`src/rtl/tmr_pkg.sv`:
```
// package: register map, field positions and carrier types for the up-count timer
package tmr_pkg;
   // ------------------------------------------------------------
   // register byte offsets
   // ------------------------------------------------------------
   localparam logic [7:0] OFS_CTRL_A   = 8'h00;
   localparam logic [7:0] OFS_CTRL_B   = 8'h04;
   localparam logic [7:0] OFS_IRQ_DMA  = 8'h0c;
   localparam logic [7:0] OFS_FLAGS    = 8'h10;
   localparam logic [7:0] OFS_SW_EVENT = 8'h14;
   localparam logic [7:0] OFS_COUNT    = 8'h24;
   localparam logic [7:0] OFS_PRESCALE = 8'h28;
   localparam logic [7:0] OFS_RELOAD   = 8'h2c;
   // debug-freeze control, placed in a free slot of the map
   localparam logic [7:0] OFS_DBG_CTRL = 8'h30;

   // ------------------------------------------------------------
   // field positions
   // ------------------------------------------------------------
   localparam int BIT_CEN       = 0;
   localparam int BIT_UPD_INH   = 1;
   localparam int BIT_UPD_SRC   = 2;
   localparam int BIT_ONE_SHOT  = 3;
   localparam int BIT_RLD_SHD   = 7;
   localparam int BIT_MMS_LO    = 4;
   localparam int BIT_IRQ_EN    = 0;
   localparam int BIT_DMA_EN    = 8;
   localparam int BIT_UPD_FLAG  = 0;
   localparam int BIT_SOFT_UPD  = 0;
   localparam int BIT_DBG_FRZ   = 0;

   // ------------------------------------------------------------
   // reset values and encodings
   // ------------------------------------------------------------
   localparam logic [15:0] RST_REG16 = 16'h0000;
   localparam logic [2:0]  MMS_RESET  = 3'h0;
   localparam logic [2:0]  MMS_ENABLE = 3'h1;
   localparam logic [2:0]  MMS_UPDATE = 3'h2;
   localparam logic [1:0]  RESP_OKAY   = 2'h0;
   localparam logic [1:0]  RESP_SLVERR = 2'h2;

   // ------------------------------------------------------------
   // carriers
   // ------------------------------------------------------------
   typedef struct packed {
      logic        en;
      logic [7:0]  addr;
      logic [31:0] data;
      logic [3:0]  strb;
   } reg_wr_t;

   typedef struct packed {
      logic        count_enable_bit;
      logic        upd_inh;
      logic        upd_src;
      logic        one_shot;
      logic        rld_shd;
      logic [2:0]  mms;
      logic        irq_en;
      logic        dma_en;
      logic        dbg_frz;
   } ctrl_t;
endpackage : tmr_pkg

```
`src/rtl/axil_slave.sv`:
```
// AXI4-Lite slave front end: one write and one read in flight, register access strobes
`timescale 1ns/1ns
`default_nettype none
module axil_slave
   import tmr_pkg::*;
(
   // clock and reset
   input  wire logic        i_clk,
   input  wire logic        i_rst_n,
   // write address and data
   input  wire logic        i_awvalid,
   output logic             o_awready,
   input  wire logic [7:0]  i_awaddr,
   input  wire logic        i_wvalid,
   output logic             o_wready,
   input  wire logic [31:0] i_wdata,
   input  wire logic [3:0]  i_wstrb,
   // write response
   output logic             o_bvalid,
   input  wire logic        i_bready,
   output logic [1:0]       o_bresp,
   // read address and data
   input  wire logic        i_arvalid,
   output logic             o_arready,
   input  wire logic [7:0]  i_araddr,
   output logic             o_rvalid,
   input  wire logic        i_rready,
   output logic [31:0]      o_rdata,
   output logic [1:0]       o_rresp,
   // register side
   output reg_wr_t          o_wr,
   output logic [7:0]       o_rd_addr,
   input  wire logic [31:0] i_rd_data,
   input  wire logic        i_rd_hit,
   input  wire logic        i_wr_hit
);
   typedef struct packed {
      logic        aw_got;
      logic [7:0]  aw_addr;
      logic        w_got;
      logic [31:0] w_data;
      logic [3:0]  w_strb;
      logic        bvalid;
      logic [1:0]  bresp;
      logic        rvalid;
      logic [31:0] rdata;
      logic [1:0]  rresp;
   } st_t;

   st_t st_r;
   st_t st_nxt;
   logic do_wr;
   logic do_rd;

   assign o_awready = !st_r.aw_got && !st_r.bvalid;
   assign o_wready  = !st_r.w_got && !st_r.bvalid;
   assign o_arready = !st_r.rvalid;
   assign do_wr     = st_r.aw_got && st_r.w_got;
   assign do_rd     = i_arvalid && o_arready;

   // write strobe is raised in the same cycle that both halves are held
   assign o_wr.en   = do_wr;
   assign o_wr.addr = st_r.aw_addr;
   assign o_wr.data = st_r.w_data;
   assign o_wr.strb = st_r.w_strb;
   assign o_rd_addr = i_araddr;

   always_comb begin
      st_nxt = st_r;
      if (i_awvalid && o_awready) begin
         st_nxt.aw_got  = 1'b1;
         st_nxt.aw_addr = i_awaddr;
      end
      if (i_wvalid && o_wready) begin
         st_nxt.w_got  = 1'b1;
         st_nxt.w_data = i_wdata;
         st_nxt.w_strb = i_wstrb;
      end
      if (do_wr) begin
         st_nxt.aw_got = 1'b0;
         st_nxt.w_got  = 1'b0;
         st_nxt.bvalid = 1'b1;
         st_nxt.bresp  = i_wr_hit ? RESP_OKAY : RESP_SLVERR;
      end else if (st_r.bvalid && i_bready) begin
         st_nxt.bvalid = 1'b0;
      end
      if (do_rd) begin
         st_nxt.rvalid = 1'b1;
         st_nxt.rdata  = i_rd_data;
         st_nxt.rresp  = i_rd_hit ? RESP_OKAY : RESP_SLVERR;
      end else if (st_r.rvalid && i_rready) begin
         st_nxt.rvalid = 1'b0;
      end
   end

   always_ff @(posedge i_clk) begin
      if (!i_rst_n) begin
         st_r <= '0;
      end else begin
         st_r <= st_nxt;
      end
   end

   assign o_bvalid = st_r.bvalid;
   assign o_bresp  = st_r.bresp;
   assign o_rvalid = st_r.rvalid;
   assign o_rdata  = st_r.rdata;
   assign o_rresp  = st_r.rresp;
endmodule : axil_slave
`default_nettype wire

```
`src/rtl/upcount_timer.sv`:
```
// basic 16-bit up-counting timer with prescaler, shadowed reload and AXI4-Lite registers
`timescale 1ns/1ns
`default_nettype none
module upcount_timer
   import tmr_pkg::*;
#(
   parameter int CNT_W = 16
)(
   // clock and reset
   input  wire logic        I_CORE_CLK,
   input  wire logic        I_RST_N,
   // AXI4-Lite write address
   input  wire logic        I_AWVALID,
   output logic             O_AWREADY,
   input  wire logic [7:0]  I_AWADDR,
   // AXI4-Lite write data
   input  wire logic        I_WVALID,
   output logic             O_WREADY,
   input  wire logic [31:0] I_WDATA,
   input  wire logic [3:0]  I_WSTRB,
   // AXI4-Lite write response
   output logic             O_BVALID,
   input  wire logic        I_BREADY,
   output logic [1:0]       O_BRESP,
   // AXI4-Lite read
   input  wire logic        I_ARVALID,
   output logic             O_ARREADY,
   input  wire logic [7:0]  I_ARADDR,
   output logic             O_RVALID,
   input  wire logic        I_RREADY,
   output logic [31:0]      O_RDATA,
   output logic [1:0]       O_RRESP,
   // debug halt from the core
   input  wire logic        I_CORE_HALTED,
   // events
   output logic             O_IRQ,
   output logic             O_DMA_REQ,
   output logic             O_TRIGGER_OUT
);
   // ------------------------------------------------------------
   // state
   // ------------------------------------------------------------
   typedef struct packed {
      ctrl_t              ctrl;
      logic               upd_flag;
      logic               soft_upd;
      logic [CNT_W-1:0]   cnt;
      logic [CNT_W-1:0]   psc_cnt;
      logic [CNT_W-1:0]   psc_pre;
      logic [CNT_W-1:0]   psc_act;
      logic [CNT_W-1:0]   rld_pre;
      logic [CNT_W-1:0]   rld_act;
      logic [2:0]         halt_sync;
      logic               halted;
      logic               dma_req;
      logic               trig;
   } st_t;

   st_t            st_r;
   st_t            st_nxt;
   reg_wr_t        wr;
   logic [7:0]     rd_addr;
   logic [31:0]    rd_data;
   logic           rd_hit;
   logic           wr_hit;
   logic [15:0]    wval;
   logic           wlo;
   logic           whi;

   axil_slave u_bus (
      .i_clk     (I_CORE_CLK),
      .i_rst_n   (I_RST_N),
      .i_awvalid (I_AWVALID),
      .o_awready (O_AWREADY),
      .i_awaddr  (I_AWADDR),
      .i_wvalid  (I_WVALID),
      .o_wready  (O_WREADY),
      .i_wdata   (I_WDATA),
      .i_wstrb   (I_WSTRB),
      .o_bvalid  (O_BVALID),
      .i_bready  (I_BREADY),
      .o_bresp   (O_BRESP),
      .i_arvalid (I_ARVALID),
      .o_arready (O_ARREADY),
      .i_araddr  (I_ARADDR),
      .o_rvalid  (O_RVALID),
      .i_rready  (I_RREADY),
      .o_rdata   (O_RDATA),
      .o_rresp   (O_RRESP),
      .o_wr      (wr),
      .o_rd_addr (rd_addr),
      .i_rd_data (rd_data),
      .i_rd_hit  (rd_hit),
      .i_wr_hit  (wr_hit)
   );

   // ------------------------------------------------------------
   // address decode
   // ------------------------------------------------------------
   function automatic logic mapped(input logic [7:0] a);
      case (a)
         OFS_CTRL_A, OFS_CTRL_B, OFS_IRQ_DMA, OFS_FLAGS, OFS_SW_EVENT,
         OFS_COUNT, OFS_PRESCALE, OFS_RELOAD, OFS_DBG_CTRL: mapped = 1'b1;
         default: mapped = 1'b0;
      endcase
   endfunction : mapped

   assign rd_hit = mapped(rd_addr);
   assign wr_hit = mapped(wr.addr);
   // registers are 16 bits; upper lanes are ignored
   assign wlo    = wr.en && wr_hit && wr.strb[0];
   assign whi    = wr.en && wr_hit && wr.strb[1];

   // merge byte lanes into the current value of the register written
   function automatic logic [15:0] merge(input logic [15:0] old);
      merge = old;
      if (wr.strb[0]) merge[7:0] = wr.data[7:0];
      if (wr.strb[1]) merge[15:8] = wr.data[15:8];
   endfunction : merge

   always_comb begin
      rd_data = '0;
      case (rd_addr)
         OFS_CTRL_A: begin
            rd_data[BIT_CEN]      = st_r.ctrl.count_enable_bit;
            rd_data[BIT_UPD_INH]  = st_r.ctrl.upd_inh;
            rd_data[BIT_UPD_SRC]  = st_r.ctrl.upd_src;
            rd_data[BIT_ONE_SHOT] = st_r.ctrl.one_shot;
            rd_data[BIT_RLD_SHD]  = st_r.ctrl.rld_shd;
         end
         OFS_CTRL_B:   rd_data[BIT_MMS_LO+:3] = st_r.ctrl.mms;
         OFS_IRQ_DMA: begin
            rd_data[BIT_IRQ_EN] = st_r.ctrl.irq_en;
            rd_data[BIT_DMA_EN] = st_r.ctrl.dma_en;
         end
         OFS_FLAGS:    rd_data[BIT_UPD_FLAG] = st_r.upd_flag;
         OFS_SW_EVENT: rd_data[BIT_SOFT_UPD] = st_r.soft_upd;
         OFS_COUNT:    rd_data[15:0] = st_r.cnt;
         OFS_PRESCALE: rd_data[15:0] = st_r.psc_pre;
         OFS_RELOAD:   rd_data[15:0] = st_r.rld_pre;
         OFS_DBG_CTRL: rd_data[BIT_DBG_FRZ] = st_r.ctrl.dbg_frz;
         default:      rd_data = '0;
      endcase
   end

   // ------------------------------------------------------------
   // counter core
   // ------------------------------------------------------------
   logic frozen;
   logic run;
   logic tick;
   logic ovf;
   logic sw_evt;
   logic upd;
   logic qual;

   always_comb begin
      st_nxt = st_r;
      wval   = merge(16'h0000);

      // halt level from the core is off-domain: three stages, act when last two agree
      st_nxt.halt_sync = {st_r.halt_sync[1:0], I_CORE_HALTED};
      if (st_r.halt_sync[2] == st_r.halt_sync[1]) begin
         st_nxt.halted = st_r.halt_sync[2];
      end

      frozen = st_r.halted && st_r.ctrl.dbg_frz;
      run    = st_r.ctrl.count_enable_bit && !frozen;
      tick   = run && (st_r.psc_cnt == st_r.psc_act);
      ovf    = tick && (st_r.cnt == st_r.rld_act);
      sw_evt = st_r.soft_upd;
      upd    = (ovf || sw_evt) && !st_r.ctrl.upd_inh;
      qual   = upd && (!st_r.ctrl.upd_src || ovf);

      if (run) begin
         st_nxt.psc_cnt = tick ? '0 : st_r.psc_cnt + 1'b1;
      end
      if (tick) begin
         st_nxt.cnt = ovf ? '0 : st_r.cnt + 1'b1;
      end
      if (sw_evt) begin
         st_nxt.cnt      = '0;
         st_nxt.psc_cnt  = '0;
         st_nxt.soft_upd = 1'b0;
      end
      if (upd) begin
         st_nxt.psc_act = st_r.psc_pre;
         st_nxt.rld_act = st_r.rld_pre;
         if (st_r.ctrl.one_shot) begin
            st_nxt.ctrl.count_enable_bit = 1'b0;
         end
      end
      st_nxt.dma_req = qual && st_r.ctrl.dma_en;

      // trigger output select; reset and update pulses last one clock, enable mode follows the enable bit
      case (st_r.ctrl.mms)
         MMS_RESET:  st_nxt.trig = sw_evt;
         MMS_ENABLE: st_nxt.trig = st_r.ctrl.count_enable_bit;
         MMS_UPDATE: st_nxt.trig = upd;
         default:    st_nxt.trig = 1'b0;
      endcase

      // ---------------------------------------------------------
      // register writes
      // ---------------------------------------------------------
      if (wlo || whi) begin
         case (wr.addr)
            OFS_CTRL_A: begin
               if (wlo) begin
                  st_nxt.ctrl.count_enable_bit      = wr.data[BIT_CEN];
                  st_nxt.ctrl.upd_inh  = wr.data[BIT_UPD_INH];
                  st_nxt.ctrl.upd_src  = wr.data[BIT_UPD_SRC];
                  st_nxt.ctrl.one_shot = wr.data[BIT_ONE_SHOT];
                  st_nxt.ctrl.rld_shd  = wr.data[BIT_RLD_SHD];
               end
            end
            OFS_CTRL_B: begin
               if (wlo) st_nxt.ctrl.mms = wr.data[BIT_MMS_LO+:3];
            end
            OFS_IRQ_DMA: begin
               if (wlo) st_nxt.ctrl.irq_en = wr.data[BIT_IRQ_EN];
               if (whi) st_nxt.ctrl.dma_en = wr.data[BIT_DMA_EN];
            end
            OFS_FLAGS: begin
               // writing 0 clears; a same-cycle set is applied below and wins
               if (wlo && !wr.data[BIT_UPD_FLAG]) st_nxt.upd_flag = 1'b0;
            end
            OFS_SW_EVENT: begin
               if (wlo && wr.data[BIT_SOFT_UPD]) st_nxt.soft_upd = 1'b1;
            end
            OFS_COUNT: begin
               wval       = merge(st_r.cnt);
               st_nxt.cnt = wval;
            end
            OFS_PRESCALE: begin
               wval           = merge(st_r.psc_pre);
               st_nxt.psc_pre = wval;
            end
            OFS_RELOAD: begin
               wval           = merge(st_r.rld_pre);
               st_nxt.rld_pre = wval;
               if (!st_r.ctrl.rld_shd) begin
                  st_nxt.rld_act = wval;
               end
            end
            OFS_DBG_CTRL: begin
               if (wlo) st_nxt.ctrl.dbg_frz = wr.data[BIT_DBG_FRZ];
            end
            default: begin
               st_nxt.cnt = st_nxt.cnt;
            end
         endcase
      end
      if (qual) begin
         st_nxt.upd_flag = 1'b1;
      end
   end

   always_ff @(posedge I_CORE_CLK) begin
      if (!I_RST_N) begin
         st_r <= '0;
      end else begin
         st_r <= st_nxt;
      end
   end

   // ------------------------------------------------------------
   // outputs
   // ------------------------------------------------------------
   assign O_IRQ         = st_r.upd_flag && st_r.ctrl.irq_en;
   assign O_DMA_REQ     = st_r.dma_req;
   assign O_TRIGGER_OUT = st_r.trig;
endmodule : upcount_timer
`default_nettype wire

```
`config.mk`:
```
export PLATFORM = sky130hd
export DESIGN_NAME = upcount_timer
export DESIGN_NICKNAME = d
export VERILOG_FILES = /design/src/rtl/tmr_pkg.sv /design/src/rtl/axil_slave.sv /design/src/rtl/upcount_timer.sv
export SDC_FILE = /design/constraint.sdc
export NUM_CORES = 1
export LEC_CHECK = 0
export BUFFER_PORTS_ARGS = -buffer_cell sky130_fd_sc_hd__buf_4
export CORE_ASPECT_RATIO = 1.75
export CORE_MARGIN = 2
export CORE_UTILIZATION = 60
export DETAILED_ROUTE_END_ITERATION = 8
export GPL_TIMING_DRIVEN = 0
export PLACE_DENSITY_LB_ADDON = 0.12
export SYNTH_ARGS = -nofsm -noshare
export SYNTH_HDL_FRONTEND = slang
export SYNTH_HIERARCHICAL = 1
export SYNTH_SLANG_ARGS = --single-unit
```
`constraint.sdc`:
```
create_clock -name I_CORE_CLK -period 2.3 [get_ports I_CORE_CLK]
set_input_delay 0.115 -clock I_CORE_CLK [delete_from_list [all_inputs] [get_ports I_CORE_CLK]]
set_output_delay 0.115 -clock I_CORE_CLK [all_outputs]
set_load 0.02 [all_outputs]
```
==> impl_metrics.csv, run 1 <==
group,metric,value,unit
placement,dpl.hpwl,19.3,mm
flow_run,drv_cap,0,
worst_setup_path,cp_top_family,"buffers and inverters",
worst_setup_path,path_common_cell,"buf_4",
sta,drv_slew,0,
finish,synthToLayoutAreaGrowth,22.6,%
detailed_routing,wire_per_inst,17.9,um
floorplanning,core,15300,um^2
detailed_routing,vias,8282,
detailed_routing,vias_per_cell,5.68,
cts,clk_path_buf_depth,2,
finish,drive_gt1_frac,0.222,
finish,n_fill_cell,1211,
power_and_ir_drop,totalPowerFinal,0.00706,W
power_and_ir_drop,swShare,0.235,
floorplanning,io_pins,104,
power_and_ir_drop,leakagePower,4.34,nW
worst_setup_path,critPathSlowestCell,"dfxtp_2",
finish,fin_nets,1323,
synth,syn_area,9330,um^2
min_path,hp-class,"input pin to flop",
grt,grt_start_max_net_pins,17,
finish,diodes,0,
worst_setup_path,max_stage_delay,350,ps
cts,cts_sinks,179,
worst_setup_path,path_cells,"xnor2_1 -> nand4_1 -> buf_4 -> buf_4 -> nor3_4 -> a41o_1 -> buf_4 -> mux2_1 -> o211a_1",
floorplanning,start_util,0.609,
status,run_status,"complete, no violations",
finish,layout_commonest_cell,"nand2_1",
sta,slew_headroom,0.464,
grt,antenna_found_initial,0,
placement,port_buffers,74,
power_and_ir_drop,p_sw,0.00166,W
power_and_ir_drop,internal_power,0.00540,W
cts,clk_pin_slew_worst_paths,70,ps
cts,cts-root-buf,"clkbuf_16",
worst_setup_path,end_kind,"flop",
finish,final_cell_mix,"222 x nand2_1, 165 x dfxtp_1, 162 x buf_4",
placement,gp_congestion,0.981,
floorplanning,rows,60,
detailed_routing,firstDrtPassIters,5,
worst_setup_path,setup.worst_path.class,"flop to flop",
cts,cts_buffers,17,
grt,track_usage,0.312,
detailed_routing,first_iter_violations,555,
detailed_routing,drc_errors,0,
sta,hold_violations,0,
floorplanning,die_h,169,um
floorplanning,dieArea,16600,um^2
sta,fin_crit,2250,ps
cts,clk_latency,440,ps
detailed_routing,wl,26.1,mm
grt,grt_remaining_overflow,0,
worst_setup_path,required,2630,ps
worst_setup_path,path_max_fanout,7,
sta,setup-tns-final,0,ps
power_and_ir_drop,p_clk_frac,0.453,
cts,htree_levels,4,
worst_setup_path,critPathLaunchType,"flop",
cts,cts_tree,"built",
synth,netlist_instances,1119,
grt,grt_pass1_wl,40.9,mm
sta,clock_skew,9.00,ps
sta,setup_violations,0,
power_and_ir_drop,comb_power_share,0.095,
sta,timing.final.crit_share,0.979,
worst_setup_path,worstPathArrival,2590,ps
worst_setup_path,crit_buf_inv,3,
synth,syn_area_per_cell,8.34,um^2
power_and_ir_drop,seqPwrFrac,0.452,
power_and_ir_drop,ir_drop,0.486,mV
sta,worstMarginPinSlew,802,ps
power_and_ir_drop,power_density,616,nW/um^2
sta,fmax,0.444,GHz
detailed_routing,ant_nets,0,
finish,fin_util,0.747,
synth,yosysWarningCount,6,
floorplanning,die_w,98.3,um
sta,rsz0062_at_grt,"yes",
grt,grt_pass1_vias,8100,
-- state kept, by name (all words and copies together) (netlist names), 2 cells and up --
| signal | cells |
|---|---|
| st_r | 110 |
| u_bus/o_rdata | 32 |
| st_nxt | 2 |
| u_bus/st_r | 2 |
| u_bus/o_wr | 26 |
-- power groups by stage --
stage,registers [W],clock network (W),logic [W]
after floorplan,0.00326,0,0.000410
after global placement,0.00326,0,0.000593
after detailed placement,0.00326,0,0.000598
after CTS,0.00319,0.00320,0.000650
after global routing,0.00320,0.00333,0.000725
final,0.00319,0.00319,0.000673
-- timing repair --
action | CTS | global route
hold buffers | 30 | 0
endpoints found under the setup margin | 89 | 86
pin swaps | 4 | 16
buffers inserted | 2 | 9
resized for setup | 34 | 42
hold endpoints to repair | 29 | 0
-- worst reg2reg max path: stages (launching register included) --
cell and delay [ps]:
dfxtp_2 350, xnor2_1 180, nand4_1 200, buf_4 200
buf_4 130, nor3_4 190, a41o_1 200, buf_4 170
mux2_1 330, o211a_1 200
-- stage by stage --
stage,std cells,cell area (um^2),hold slack [ps],worst slack [ps]
2_1_floorplan,1135,9390,242,178
4_1_cts,1452,11200,146,1.09
5_1_grt,1457,11400,185,-72.9
6_report,1457,11400,146,47.7
3_5_place_dp,1395,10200,335,-448
3_3_place_gp,1395,10200,330,-371
-- layer usage --
layer  part of all wire  up-vias  global-route usage
met3              0.049      120              0.0417
li1                   -     4000                   -
met1               0.36     3856               0.315
met2               0.53      306               0.588
met4              0.067        0               0.198
met5                  0        -                   0
-- cell type report --
type	instances	area, um^2	area share
clock inverter	12	205	0.0179
tap	186	233	0.0203
inverter	8	30.0	0.00262
clock buffer	17	425	0.0372
buffer	142	897	0.0784
sequential	179	3610	0.315
multi-input combinational	798	5110	0.446
timing repair buffer	115	938	0.0820
-- worst paths after layout --
kind / from / cells past startpoint / end / slack [ps]
worst min-delay path: I_ARADDR[0] / 6 / u_bus/o_rresp[1]$_SDFFE_PN0P_ / 150
worst max-delay path: st_r[78]$_SDFFE_PP0P_ / 9 / st_r[8]$_SDFF_PN0_ / 50
worst max register to register: st_r[78]$_SDFFE_PP0P_ / 9 / st_r[8]$_SDFF_PN0_ / 50
worst min register to register: st_nxt[4]$_SDFF_PN0_ / 1 / st_nxt[5]$_SDFF_PN0_ / 440
Power figures use the tool's default switching activity.
==> run 2: changes to the inputs <==
--- a/config.mk
+++ b/config.mk
@@ -7,11 +7,11 @@
 export LEC_CHECK = 0
 export BUFFER_PORTS_ARGS = -buffer_cell sky130_fd_sc_hd__buf_4
 export CORE_ASPECT_RATIO = 1.75
-export CORE_MARGIN = 2
+export CORE_MARGIN = 1
 export CORE_UTILIZATION = 60
 export DETAILED_ROUTE_END_ITERATION = 8
-export GPL_TIMING_DRIVEN = 0
 export PLACE_DENSITY_LB_ADDON = 0.12
+export RECOVER_POWER = 100
 export SYNTH_ARGS = -nofsm -noshare
 export SYNTH_HDL_FRONTEND = slang
 export SYNTH_HIERARCHICAL = 1
==> run 2 against run 1 <==
Against the previous run:
- the run now ends with setup timing left
- clock power down 13%
- sequential share of layout area rose by 1.8 points
- largest cell class unchanged
- critical path depth is 2 lower
- setup slack got worse by 58 ps
- global-route usage decreased by 1.7 points
- critical path type unchanged
- sequential power rose by 2%
- total power down 7.8%
==> impl_metrics.csv, run 2 (synthesis gave the netlist of run 1 again) <==
group,metric,value,unit
status,run_status,"finished with violations",
status,violations,"setup timing",
floorplanning,rows,60,
sta,timing.final.ws_setup,-10.2,ps
grt,use_met2,0.512,
detailed_routing,wire_per_inst,16.5,um
sta,setup-tns-final,-10.2,ps
cts,clk_path_buf_depth,2,
finish,stdcell_area,10700,um^2
floorplanning,io_pins,104,
detailed_routing,ant_nets,0,
grt,use_met1,0.346,
grt,grt_pass1_vias,7206,
detailed_routing,wl,22.7,mm
grt,grt_pass1_wl,36.3,mm
sta,hold_ws,83.6,ps
worst_setup_path,critPathLaunchType,"flop",
worst_setup_path,path_max_fanout,7,
finish,stdcell_count,1376,
sta,drv_slew,0,
cts,clk_latency,430,ps
detailed_routing,drc_errors,0,
finish,synthToLayoutAreaGrowth,15.1,%
cts,cts_buffers,17,
sta,clock_skew,11.6,ps
worst_setup_path,setup.worst_path.class,"flop to flop",
detailed_routing,firstDrtPassIters,5,
floorplanning,dieArea,16100,um^2
grt,busiest_layer,"met2",
cts,htree_levels,4,
placement,gp_congestion,0.935,
floorplanning,die_w,96.3,um
cts,cts_sinks,179,
sta,rsz0062_at_grt,"yes",
sta,fmax,0.433,GHz
finish,drive_gt1_frac,0.176,
power_and_ir_drop,leakagePower,3.99,nW
grt,antenna_found_initial,0,
grt,grt_start_max_net_pins,83,
floorplanning,die_h,167,um
sta,fin_crit,2310,ps
worst_setup_path,end_kind,"flop",
grt,track_usage,0.294,
cts,clk_pin_slew_worst_paths,70,ps
floorplanning,start_util,0.609,
cts,cts_tree,"built",
placement,port_buffers,83,
cts,cts-root-buf,"clkbuf_16",
finish,largest-register,"st_r",
finish,fin_nets,1239,
detailed_routing,first_iter_violations,472,
power_and_ir_drop,power_density,606,nW/um^2
power_and_ir_drop,ir_drop,0.460,mV
flow_run,drv_cap,0,
placement,dpl.hpwl,16.3,mm
sta,slew_headroom,0.461,
sta,worstMarginPinSlew,806,ps
finish,largest_register_ffs,110,
grt,grt_remaining_overflow,0,
worst_setup_path,required,2630,ps
placement,place_area,9840,um^2
sta,timing.final.crit_share,1.00,
worst_setup_path,worstPathArrival,2640,ps
sta,setup_violations,1,
grt,grtUsageMet3,0.0434,
finish,diodes,0,
min_path,hp-class,"input pin to flop",
placement,dpl.cell_count,1312,
sta,hold_violations,0,
finish,final_cell_mix,"224 x nand2_1, 177 x dfxtp_1, 141 x buf_4",
finish,layout_commonest_cell,"nand2_1",
detailed_routing,vias_per_cell,5.61,
floorplanning,core,15300,um^2
detailed_routing,vias,7715,
## run 2: area by class of cell
type / count / area (um^2)
Inverter: 8 / 30.0
Clock inverter: 13 / 119
Fill cell: 1270 / 4570
Tap cell: 186 / 233
Timing Repair Buffer: 173 / 1400
Sequential cell: 179 / 3590
Clock buffer: 19 / 443
Multi-Input combinational cell: 798 / 4940
## run 2: repair_timing
item                       in CTS  in global routing
setup endpoints to repair       0                 26
gates resized for setup         0                  8
buffers inserted                0                  2
hold buffers                   30                  0
hold endpoints to repair       29                  0
## run 2: path summary, 6_finish.rpt
| path | end | depth (start not counted) | slack, ps | startpoint |
|---|---|---|---|---|
| max | st_r[96]$_SDFFE_PN0P_ | 7 | -10 | st_r[76]$_SDFFE_PP0P_ |
| min | st_r[8]$_SDFF_PN0_ | 2 | 80 | I_RST_N |
| max reg2reg | st_r[96]$_SDFFE_PN0P_ | 7 | -10 | st_r[76]$_SDFFE_PP0P_ |
| min reg2reg | st_nxt[5]$_SDFF_PN0_ | 1 | 440 | st_nxt[4]$_SDFF_PN0_ |
## run 2: per-stage QoR
stage,worst slack (ps),utilization,total power [W]
3_5_place_dp,58.7,0.642,0.00376
2_1_floorplan,178,-,0.00367
4_1_cts,10.6,0.699,0.00656
6_report,-10.2,0.702,0.00651
5_1_grt,-121,0.702,0.00674
3_3_place_gp,90.6,0.642,0.00375
## run 2: critical path, cell delays in order (launching register included)
cell	delay, ps
dfxtp_1	340
xnor2_1	240
nand4_1	200
or4_4	640
nor4_2	280
xor2_1	170
a21oi_1	80
a211oi_1	250
## run 2: power by group
part           leakage [nW]  total, W  switching [W]  internal [W]
registers              1.45   0.00324      0.0000809       0.00316
clock network         0.268   0.00277        0.00132       0.00145
logic                  2.27  0.000499       0.000254      0.000245
## run 2: per-layer routing
| layer | part of all wire | wire (um) | up-vias |
|---|---|---|---|
| met3 | 0.033 | 746 | 65 |
| met4 | 0.040 | 905 | 0 |
| met2 | 0.52 | 11800 | 210 |
| li1 | - | - | 3834 |
| met1 | 0.40 | 9170 | 3606 |
| met5 | 0 | 0 | - |
